==> src/core/dsc_cfg.svh <==
// Constants of the diagnostic source configuration register bank.
// Assumes inclusion by bare name from the package and the design files.
`ifndef DSC_CFG_SVH
`define DSC_CFG_SVH

// ==========================================================
// Register indices and bus decode
`define DSC_IDX_CELL_TEST     10'h06c
`define DSC_IDX_AUX_TEST      10'h06d
`define DSC_IDX_GEN_DIAG      10'h06e
`define DSC_IDX_LSB           2
`define DSC_IDX_MSB           11
`define DSC_ADDR_HI_LSB       12

// ==========================================================
// Field positions and counts
`define DSC_OW_SEL_BIT        15
`define DSC_CELL_MASK_MSB     14
`define DSC_AUX_MASK_MSB      5
`define DSC_AUX_MODE_MSB      15
`define DSC_AUX_MODE_LSB      13
`define DSC_NUM_CELLS         15
`define DSC_NUM_AUX           6
`define DSC_NUM_TWI_PINS      2

// ==========================================================
// Reset values
`define DSC_RST_CELL_TEST     16'h0000
`define DSC_RST_AUX_TEST      6'h00
`define DSC_RST_GEN_DIAG      3'h0

// ==========================================================
// Auxiliary diagnostic mode codes
`define DSC_MODE_NORMAL0      3'h0
`define DSC_MODE_NORMAL1      3'h1
`define DSC_MODE_DISCHARGE    3'h2
`define DSC_MODE_THERM_GND    3'h3

`endif

==> src/core/dsc_pkg.sv <==
// Types shared by the diagnostic source configuration bank.
// Assumes dsc_cfg.svh is on the include path.
`include "dsc_cfg.svh"

package dsc_pkg;

  typedef logic [`DSC_NUM_CELLS-1:0] dsc_cell_vec_t;
  typedef logic [`DSC_NUM_AUX-1:0]   dsc_aux_vec_t;

  typedef enum logic [1:0] {
    DSC_SEL_NONE = 2'h0,
    DSC_SEL_CELL = 2'h1,
    DSC_SEL_AUX  = 2'h3,
    DSC_SEL_GEN  = 2'h2
  } dsc_reg_sel_t;

  typedef enum logic [2:0] {
    DSC_AUX_NORMAL0   = `DSC_MODE_NORMAL0,
    DSC_AUX_NORMAL1   = `DSC_MODE_NORMAL1,
    DSC_AUX_DISCHARGE = `DSC_MODE_DISCHARGE,
    DSC_AUX_THERM_GND = `DSC_MODE_THERM_GND
  } dsc_aux_mode_t;

endpackage

==> src/core/dsc_aux_gate.sv <==
// Per-pin gating of auxiliary diagnostic sources and modes.
// Assumes pin role inputs are synchronous to the caller's clock; purely combinational.
`timescale 1ns/1ns
`default_nettype none
`include "dsc_cfg.svh"

module dsc_aux_gate (
  input  wire logic [`DSC_NUM_AUX-1:0] src_mask,
  input  wire logic [`DSC_NUM_AUX-1:0] digital_io_en,
  input  wire logic                    twi_en,
  input  wire logic [`DSC_NUM_AUX-1:0] ratiometric,
  input  wire logic [2:0]              mode,
  output logic      [`DSC_NUM_AUX-1:0] src_en,
  output logic      [`DSC_NUM_AUX-1:0] analog_pin,
  output logic      [`DSC_NUM_AUX-1:0] discharge_en,
  output logic                         therm_gnd
);

  genvar i;
  generate
    for (i = 0; i < `DSC_NUM_AUX; i = i + 1) begin : g_pin
      // Two-wire master borrows only the lowest pins
      if (i < `DSC_NUM_TWI_PINS) begin : g_twi
        assign analog_pin[i] = ~digital_io_en[i] & ~twi_en;
      end else begin : g_plain
        assign analog_pin[i] = ~digital_io_en[i];
      end
      assign src_en[i]       = src_mask[i] & analog_pin[i];
      // Discharge is meaningful only on ratiometric analog pins
      assign discharge_en[i] = (mode == `DSC_MODE_DISCHARGE) & analog_pin[i] & ratiometric[i];
    end
  endgenerate

  // Reserved codes 1xx fall through to no action
  assign therm_gnd = (mode == `DSC_MODE_THERM_GND) & (|analog_pin);

endmodule
`default_nettype wire

==> src/core/dsc_diag_regs.sv <==
// Diagnostic source configuration registers with AHB-Lite slave port.
// Assumes a single 20 MHz hclk, async active-low hresetn, word-only transfers.
//
// Register access over AHB-Lite was left to the implementer.
`timescale 1ns/1ns
`default_nettype none
`include "dsc_cfg.svh"

module dsc_diag_regs (
  input  wire logic                      hclk,
  input  wire logic                      hresetn,
  // AHB-Lite slave
  input  wire logic                      hsel,
  input  wire logic [31:0]               haddr,
  input  wire logic [1:0]                htrans,
  input  wire logic                      hwrite,
  input  wire logic [2:0]                hsize,
  input  wire logic [31:0]               hwdata,
  input  wire logic                      hready,
  output logic                           hreadyout,
  output logic                           hresp,
  output logic      [31:0]               hrdata,
  // Acquisition context
  input  wire logic [`DSC_NUM_CELLS-1:0] cell_measure_enable_mask,
  input  wire logic [`DSC_NUM_CELLS-1:0] cell_polarity,
  input  wire logic [`DSC_NUM_AUX-1:0]   aux_pin_digital_io_enable,
  input  wire logic                      two_wire_master_enable,
  input  wire logic [`DSC_NUM_AUX-1:0]   aux_ratiometric,
  // Analog and sequencer controls
  output logic                           cell_open_wire_mode_sel,
  output logic      [`DSC_NUM_CELLS-1:0] cell_measure_sel,
  output logic      [`DSC_NUM_CELLS-1:0] cell_diag_source_en,
  output logic                           adc_check_en,
  output logic                           comp_high_side_en,
  output logic                           comp_low_side_en,
  output logic                           open_wire_threshold_sel,
  output logic      [`DSC_NUM_AUX-1:0]   aux_diag_source_en,
  output logic      [`DSC_NUM_AUX-1:0]   aux_accel_discharge_en,
  output logic                           thermistor_bias_to_ground
);

  // ==========================================================
  // Address decode
  function automatic dsc_pkg::dsc_reg_sel_t reg_decode(input logic [31:0] addr);
    dsc_pkg::dsc_reg_sel_t sel;
    sel = dsc_pkg::DSC_SEL_NONE;
    if (addr[31:`DSC_ADDR_HI_LSB] == '0) begin
      case (addr[`DSC_IDX_MSB:`DSC_IDX_LSB])
        `DSC_IDX_CELL_TEST: sel = dsc_pkg::DSC_SEL_CELL;
        `DSC_IDX_AUX_TEST:  sel = dsc_pkg::DSC_SEL_AUX;
        `DSC_IDX_GEN_DIAG:  sel = dsc_pkg::DSC_SEL_GEN;
        default:            sel = dsc_pkg::DSC_SEL_NONE;
      endcase
    end
    return sel;
  endfunction

  logic                  addr_phase;
  dsc_pkg::dsc_reg_sel_t rd_sel;
  logic                  wr_pend_r;
  dsc_pkg::dsc_reg_sel_t wr_sel_r;
  logic [15:0]           cell_test_r;
  logic [15:0]           cell_test_nxt;
  logic [`DSC_NUM_AUX-1:0] aux_test_r;
  logic [`DSC_NUM_AUX-1:0] aux_test_nxt;
  logic [2:0]            gen_mode_r;
  logic [2:0]            gen_mode_nxt;
  logic [31:0]           hrdata_r;
  logic [31:0]           hrdata_nxt;

  // Zero wait states; every transfer answers OKAY
  assign hreadyout  = 1'b1;
  assign hresp      = 1'b0;
  assign addr_phase = hsel & htrans[1] & hready;
  assign rd_sel     = reg_decode(haddr);

  always_ff @(posedge hclk or negedge hresetn) begin
    if (!hresetn) begin
      wr_pend_r <= 1'b0;
      wr_sel_r  <= dsc_pkg::DSC_SEL_NONE;
    end else if (hready) begin
      wr_pend_r <= addr_phase & hwrite;
      wr_sel_r  <= reg_decode(haddr);
    end
  end

  // ==========================================================
  // Register storage
  always_comb begin
    cell_test_nxt = cell_test_r;
    aux_test_nxt  = aux_test_r;
    gen_mode_nxt  = gen_mode_r;
    if (wr_pend_r) begin
      case (wr_sel_r)
        dsc_pkg::DSC_SEL_CELL: cell_test_nxt = hwdata[15:0];
        dsc_pkg::DSC_SEL_AUX:  aux_test_nxt  = hwdata[`DSC_AUX_MASK_MSB:0];
        dsc_pkg::DSC_SEL_GEN:  gen_mode_nxt  = hwdata[`DSC_AUX_MODE_MSB:`DSC_AUX_MODE_LSB];
        default:               cell_test_nxt = cell_test_r;
      endcase
    end
  end

  always_ff @(posedge hclk or negedge hresetn) begin
    if (!hresetn) begin
      cell_test_r <= `DSC_RST_CELL_TEST;
      aux_test_r  <= `DSC_RST_AUX_TEST;
      gen_mode_r  <= `DSC_RST_GEN_DIAG;
    end else begin
      cell_test_r <= cell_test_nxt;
      aux_test_r  <= aux_test_nxt;
      gen_mode_r  <= gen_mode_nxt;
    end
  end

  // ==========================================================
  // Read path
  // Reads from the next values so a write just ahead is never missed
  always_comb begin
    hrdata_nxt = 32'h0000_0000;
    case (rd_sel)
      dsc_pkg::DSC_SEL_CELL: hrdata_nxt[15:0] = cell_test_nxt;
      // Raw written mask, not the gated one
      dsc_pkg::DSC_SEL_AUX:  hrdata_nxt[`DSC_AUX_MASK_MSB:0] = aux_test_nxt;
      dsc_pkg::DSC_SEL_GEN:  hrdata_nxt[`DSC_AUX_MODE_MSB:`DSC_AUX_MODE_LSB] = gen_mode_nxt;
      default:               hrdata_nxt = 32'h0000_0000;
    endcase
  end

  always_ff @(posedge hclk or negedge hresetn) begin
    if (!hresetn) begin
      hrdata_r <= 32'h0000_0000;
    end else if (addr_phase && !hwrite) begin
      hrdata_r <= hrdata_nxt;
    end
  end

  assign hrdata = hrdata_r;

  // ==========================================================
  // Cell channel selection
  logic                      ow_mode;
  logic [`DSC_NUM_CELLS-1:0] meas_sel_nxt;

  assign ow_mode = cell_test_r[`DSC_OW_SEL_BIT];

  genvar c;
  generate
    for (c = 0; c < `DSC_NUM_CELLS; c = c + 1) begin : g_cell
      assign meas_sel_nxt[c] = ow_mode ? (cell_measure_enable_mask[c] & ~cell_polarity[c])
                                       : cell_measure_enable_mask[c];
    end
  endgenerate

  always_ff @(posedge hclk or negedge hresetn) begin
    if (!hresetn) begin
      cell_open_wire_mode_sel <= 1'b0;
      cell_measure_sel        <= '0;
      cell_diag_source_en     <= '0;
      adc_check_en            <= 1'b1;
      comp_high_side_en       <= 1'b1;
      comp_low_side_en        <= 1'b1;
      open_wire_threshold_sel <= 1'b0;
    end else begin
      cell_open_wire_mode_sel <= ow_mode;
      cell_measure_sel        <= meas_sel_nxt;
      cell_diag_source_en     <= cell_test_r[`DSC_CELL_MASK_MSB:0];
      // Open-wire restricts checks to the low-side comparator
      adc_check_en            <= ~ow_mode;
      comp_high_side_en       <= ~ow_mode;
      comp_low_side_en        <= 1'b1;
      open_wire_threshold_sel <= ow_mode;
    end
  end

  // ==========================================================
  // Auxiliary inputs
  logic [`DSC_NUM_AUX-1:0] aux_src_comb;
  logic [`DSC_NUM_AUX-1:0] aux_analog;
  logic [`DSC_NUM_AUX-1:0] aux_dis_comb;
  logic                    therm_gnd_comb;

  dsc_aux_gate u_aux_gate (
    .src_mask      (aux_test_r),
    .digital_io_en (aux_pin_digital_io_enable),
    .twi_en        (two_wire_master_enable),
    .ratiometric   (aux_ratiometric),
    .mode          (gen_mode_r),
    .src_en        (aux_src_comb),
    .analog_pin    (aux_analog),
    .discharge_en  (aux_dis_comb),
    .therm_gnd     (therm_gnd_comb)
  );

  always_ff @(posedge hclk or negedge hresetn) begin
    if (!hresetn) begin
      aux_diag_source_en        <= '0;
      aux_accel_discharge_en    <= '0;
      thermistor_bias_to_ground <= 1'b0;
    end else begin
      aux_diag_source_en        <= aux_src_comb;
      aux_accel_discharge_en    <= aux_dis_comb;
      thermistor_bias_to_ground <= therm_gnd_comb;
    end
  end

  // Pins lent to another role, rebuilt from the role inputs rather than the gate
  logic [`DSC_NUM_AUX-1:0] role_busy;

  assign role_busy = aux_pin_digital_io_enable
    | {{(`DSC_NUM_AUX-`DSC_NUM_TWI_PINS){1'b0}}, {`DSC_NUM_TWI_PINS{two_wire_master_enable}}};
endmodule
`default_nettype wire

==> config.mk <==
export PLATFORM = sky130hd
export DESIGN_NAME = dsc_diag_regs
export DESIGN_NICKNAME = d
export VERILOG_FILES = /design/src/core/dsc_pkg.sv /design/src/core/dsc_aux_gate.sv /design/src/core/dsc_diag_regs.sv
export VERILOG_INCLUDE_DIRS = /design/src /design/src/core
export SDC_FILE = /design/constraint.sdc
export NUM_CORES = 1
export LEC_CHECK = 0
export BUFFER_PORTS_ARGS = -buffer_cell sky130_fd_sc_hd__buf_2
export CELL_PAD_IN_SITES_DETAIL_PLACEMENT = 1
export CELL_PAD_IN_SITES_GLOBAL_PLACEMENT = 2
export CORE_UTILIZATION = 26
export DETAILED_ROUTE_END_ITERATION = 7
export MAX_ROUTING_LAYER = met4
export PLACE_DENSITY_LB_ADDON = 0.05
export RECOVER_POWER = 50
export SLEW_MARGIN = 20
export SYNTH_ARGS = -nofsm -noshare
export SYNTH_HDL_FRONTEND = slang
export SYNTH_SLANG_ARGS = --single-unit
==> constraint.sdc <==
create_clock -name hclk -period 1.85 [get_ports hclk]
set_input_delay 0.0925 -clock hclk [delete_from_list [all_inputs] [get_ports hclk]]
set_output_delay 0.0925 -clock hclk [all_outputs]
set_load 0.05 [all_outputs]
==> flow_metrics.py <==
metrics = {
    "clock_tree": {
        "worst_skew_pair.late_latency_ns": 0.34,
        "clock_sinks": 89,
        "clockRootBuffer": "clkbuf_16",
        "clk_path_buf_depth": 2,
        "htree_levels": 3,
        "clkTransAtPathRegs_ns": 0.06,
        "cts_buffers": 9,
        "post_cts_buffers": 0,
        "cts_tree": "yes",
    },
    "layout": {
        "n_antenna_cell": 0,
        "fin_util": 0.4139,
        "fin_cells": 647,
        "finalNetCount": 590,
        "drive_above_1_share": 0.4189,
        "design_area_mm2": 0.005245,
        "areaGrowthSynthToFinish_pct": 54.40,
    },
    "sta": {
        "slew_headroom": 0.2250,
        "drv_slew": 0,
        "setup_slack_ns": 0.09708,
        "whs_ns": 0.008969,
        "fin_worst_skew_ns": 0.004996,
        "hold_violations": 0,
        "clock.fmax_ghz": 0.5705,
        "period_share": 0.9475,
        "setup_tns_ns": 0,
        "worstMarginPinSlew_ns": 1.162,
        "rsz0062_at_grt": "no",
        "min_period_ns": 1.753,
        "setup_violations": 0,
    },
    "run": {
        "drv_cap": 0,
    },
    "route": {
        "drtIter0Drc": 99,
        "routedLengthMet1_um": 3918,
        "routed_wl_um": 9267,
        "via_per_inst": 4.178,
        "ant_nets": 0,
        "wl_met2_um": 4592,
        "route.met3.wl_um": 579,
        "first_pass_iters": 3,
        "top_layer_used": "met4",
        "wire_per_inst_um": 14.32,
        "drc": 0,
        "vias": 2703,
    },
    "place": {
        "routabilityCongestion": 0.6841,
        "io_buffers": 157,
        "dp_hpwl_um": 6864,
        "pre_cts_slack_ns": -0.2599,
        "dpl.cell_count": 581,
        "place_area_mm2": 0.004392,
    },
    "setup_path": {
        "required_ns": 2.08,
        "critPathMaxStageDelay_ns": 0.55,
        "cp_slowest_cell": "or4_4",
        "cp_top_family": "simple AND/OR/NAND/NOR gates",
        "rr_worst_depth": 5,
        "cp_cell_sequence": "buf_2 -> or4_4 -> or2_1 -> or3_4 -> ha_1 -> a22o_1 -> a22o_1",
        "rr_endpoint": "hrdata[5]",
        "worstPathMaxFanout": 3,
        "r2r_slack_ns": 0.18,
        "cp_data_arrival_time_ns": 1.98,
        "start_kind": "primary input",
        "end_kind": "flop",
        "crit_top_cell": "a22o_1",
        "path_depth": 7,
        "r2r_start": "wr_sel_r[1]",
        "startpoint": "haddr[10]",
        "cp_num_buf_inv": 1,
        "path_class": "in -> reg",
    },
    "global_routing": {
        "grt_first_pass_wirelength_um": 14850,
        "grt_pass1_vias": 2870,
        "antenna_found_initial": 0,
        "grt_overflow_total": 0,
        "grt_max_degree": 45,
        "grt_usage": 0.1525,
    },
    "logic_synthesis": {
        "synth_top_area_share": 0.6483,
        "synth.largest_area_cell": "dfrtp_1",
        "seq_area_frac_synth": 0.6560,
        "yosysMostFrequentCell": "dfrtp_1",
        "syn_inst": 251,
        "syn_avg_cell_area_um2": 13.53,
        "async_reset_ff_frac": 1.000,
        "synthFlopType": "dfrtp_1",
        "ys_types": 31,
        "synth_edf_count": 0,
        "yosys-top-cells-area": "dfrtp_1, mux2_2, buf_4",
        "ys_ff_latch": 89,
        "synth-warning-count": 0,
        "yosys-top-cells-count": "dfrtp_1, mux2_2, buf_4",
        "netlist_area_mm2": 0.003397,
    },
    "power": {
        "p_comb_frac": 0.135,
        "p_leak_nw": 2.509,
        "power_mw": 4.810,
        "seqPwrFrac": 0.426,
        "power_frac_clock": 0.439,
        "vdd_ir_drop_max_mv": 0.3216,
        "p_int_mw": 3.600,
        "p_per_area_mw_per_mm2": 917.1,
        "swShare": 0.2516,
        "power.switching_mw": 1.210,
    },
    "floorplanning": {
        "start_util": 0.2681,
        "ios": 199,
        "dieArea_mm2": 0.01353,
        "core_mm2": 0.01267,
        "die_h_um": 116.3,
        "row_count": 41,
        "die_width_um": 116.3,
    },
    "run_status": {
        "status": "completed",
    },
    "worst_hold_path": {
        "worstHoldStart": "hwdata[6]",
        "hold_path_end": "cell_test_r[6]",
        "hp-class": "in -> reg",
        "whs_path_depth": 2,
    },
}
[layer usage]
metal,up-vias,GRT usage
met5,-,-
met4,0,0.06239
met3,12,0.03010
met2,105,0.2501
met1,1306,0.1837
li1,1280,-
[how the worst max path moves through the flow]
stage	end	slack [ns]
global placement	hrdata[5]	-0.24
CTS	hrdata[5]	0.1
detailed placement	hrdata[5]	-0.26
global route	hrdata[15]	0.001
floorplan	hrdata[2]	-0.05
finish	hrdata[15]	0.1
[logic make-up (layout without fill, tap and decap cells)]
logic type,Yosys count,count (layout),share of synthesized area
multiplexers,27,27,0.08950
AO/OA/AOI/OAI,42,42,0.08398
XOR/XNOR,1,1,0.002579
other,2,19,0.002211
buffers and inverters,32,239,0.05893
AND/OR/NAND/NOR,55,55,0.09576
flip-flops,89,89,0.6560
adder cells (fa/ha/maj),3,3,0.01105
[repair_timing]
action,in CTS,in global routing
endpoints found under the hold margin,74,0
hold buffers,50,0
endpoints found under the setup margin,0,16
resized for setup,0,9
[power by group through the flow]
stage	clock [mW]	combinational (mW)	sequential [mW]
2_1_floorplan	0	0.195	2.26
3_3_place_gp	0	0.565	2.08
3_5_place_dp	0	0.570	2.09
4_1_cts	2.18	0.658	2.05
5_1_grt	2.24	0.698	2.06
6_report	2.11	0.647	2.05
[layout make-up]
class | instances | area [µm²]
multi-input cells | 147 | 1075
clock inverters | 5 | 102.6
repair buffers | 219 | 1366
flip-flops and latches | 89 | 2228
fillers | 1460 | 7426
clock buffers | 11 | 242.7
inverters | 4 | 15.01
well taps | 172 | 215.2
[cell usage in the layout, fill, tap and decap left out, drive strengths merged, types with 3 or more instances in the layout]
cell,synthesis,layout
buf,22,144
dfrtp,88,88
dlygate4sd3,0,50
clkbuf,6,36
mux2,27,27
nand2,20,20
conb,2,19
a21boi,15,15
o21ai,14,14
nor3b,6,6
a22o,6,6
a22oi,6,6
nor2b,5,5
nor4,5,5
nand4,4,4
inv,4,4
bufinv,0,3
nor4b,3,3
ha,3,3
[worst register-to-register path, delay by kind of cell, from the launching register on]
kind                   cells  cell delay (ns)
DFF                        1             0.40
and+or+nand+nor            1             0.33
buffers and inverters      1             0.26
AOI/OAI and AO/OA          2             0.28
muxes                      1             0.28
[sequential cells by signal (all words and copies together) (netlist names), 2 cells and up]
name / count
aux_diag_source_en: 6
aux_accel_discharge_en: 6
hrdata: 16
cell_test_r: 16
cell_measure_sel: 15
gen_mode_r: 3
cell_diag_source_en: 15
wr_sel_r: 2
aux_test_r: 6
No activity file was read; power rests on OpenSTA's default activity.
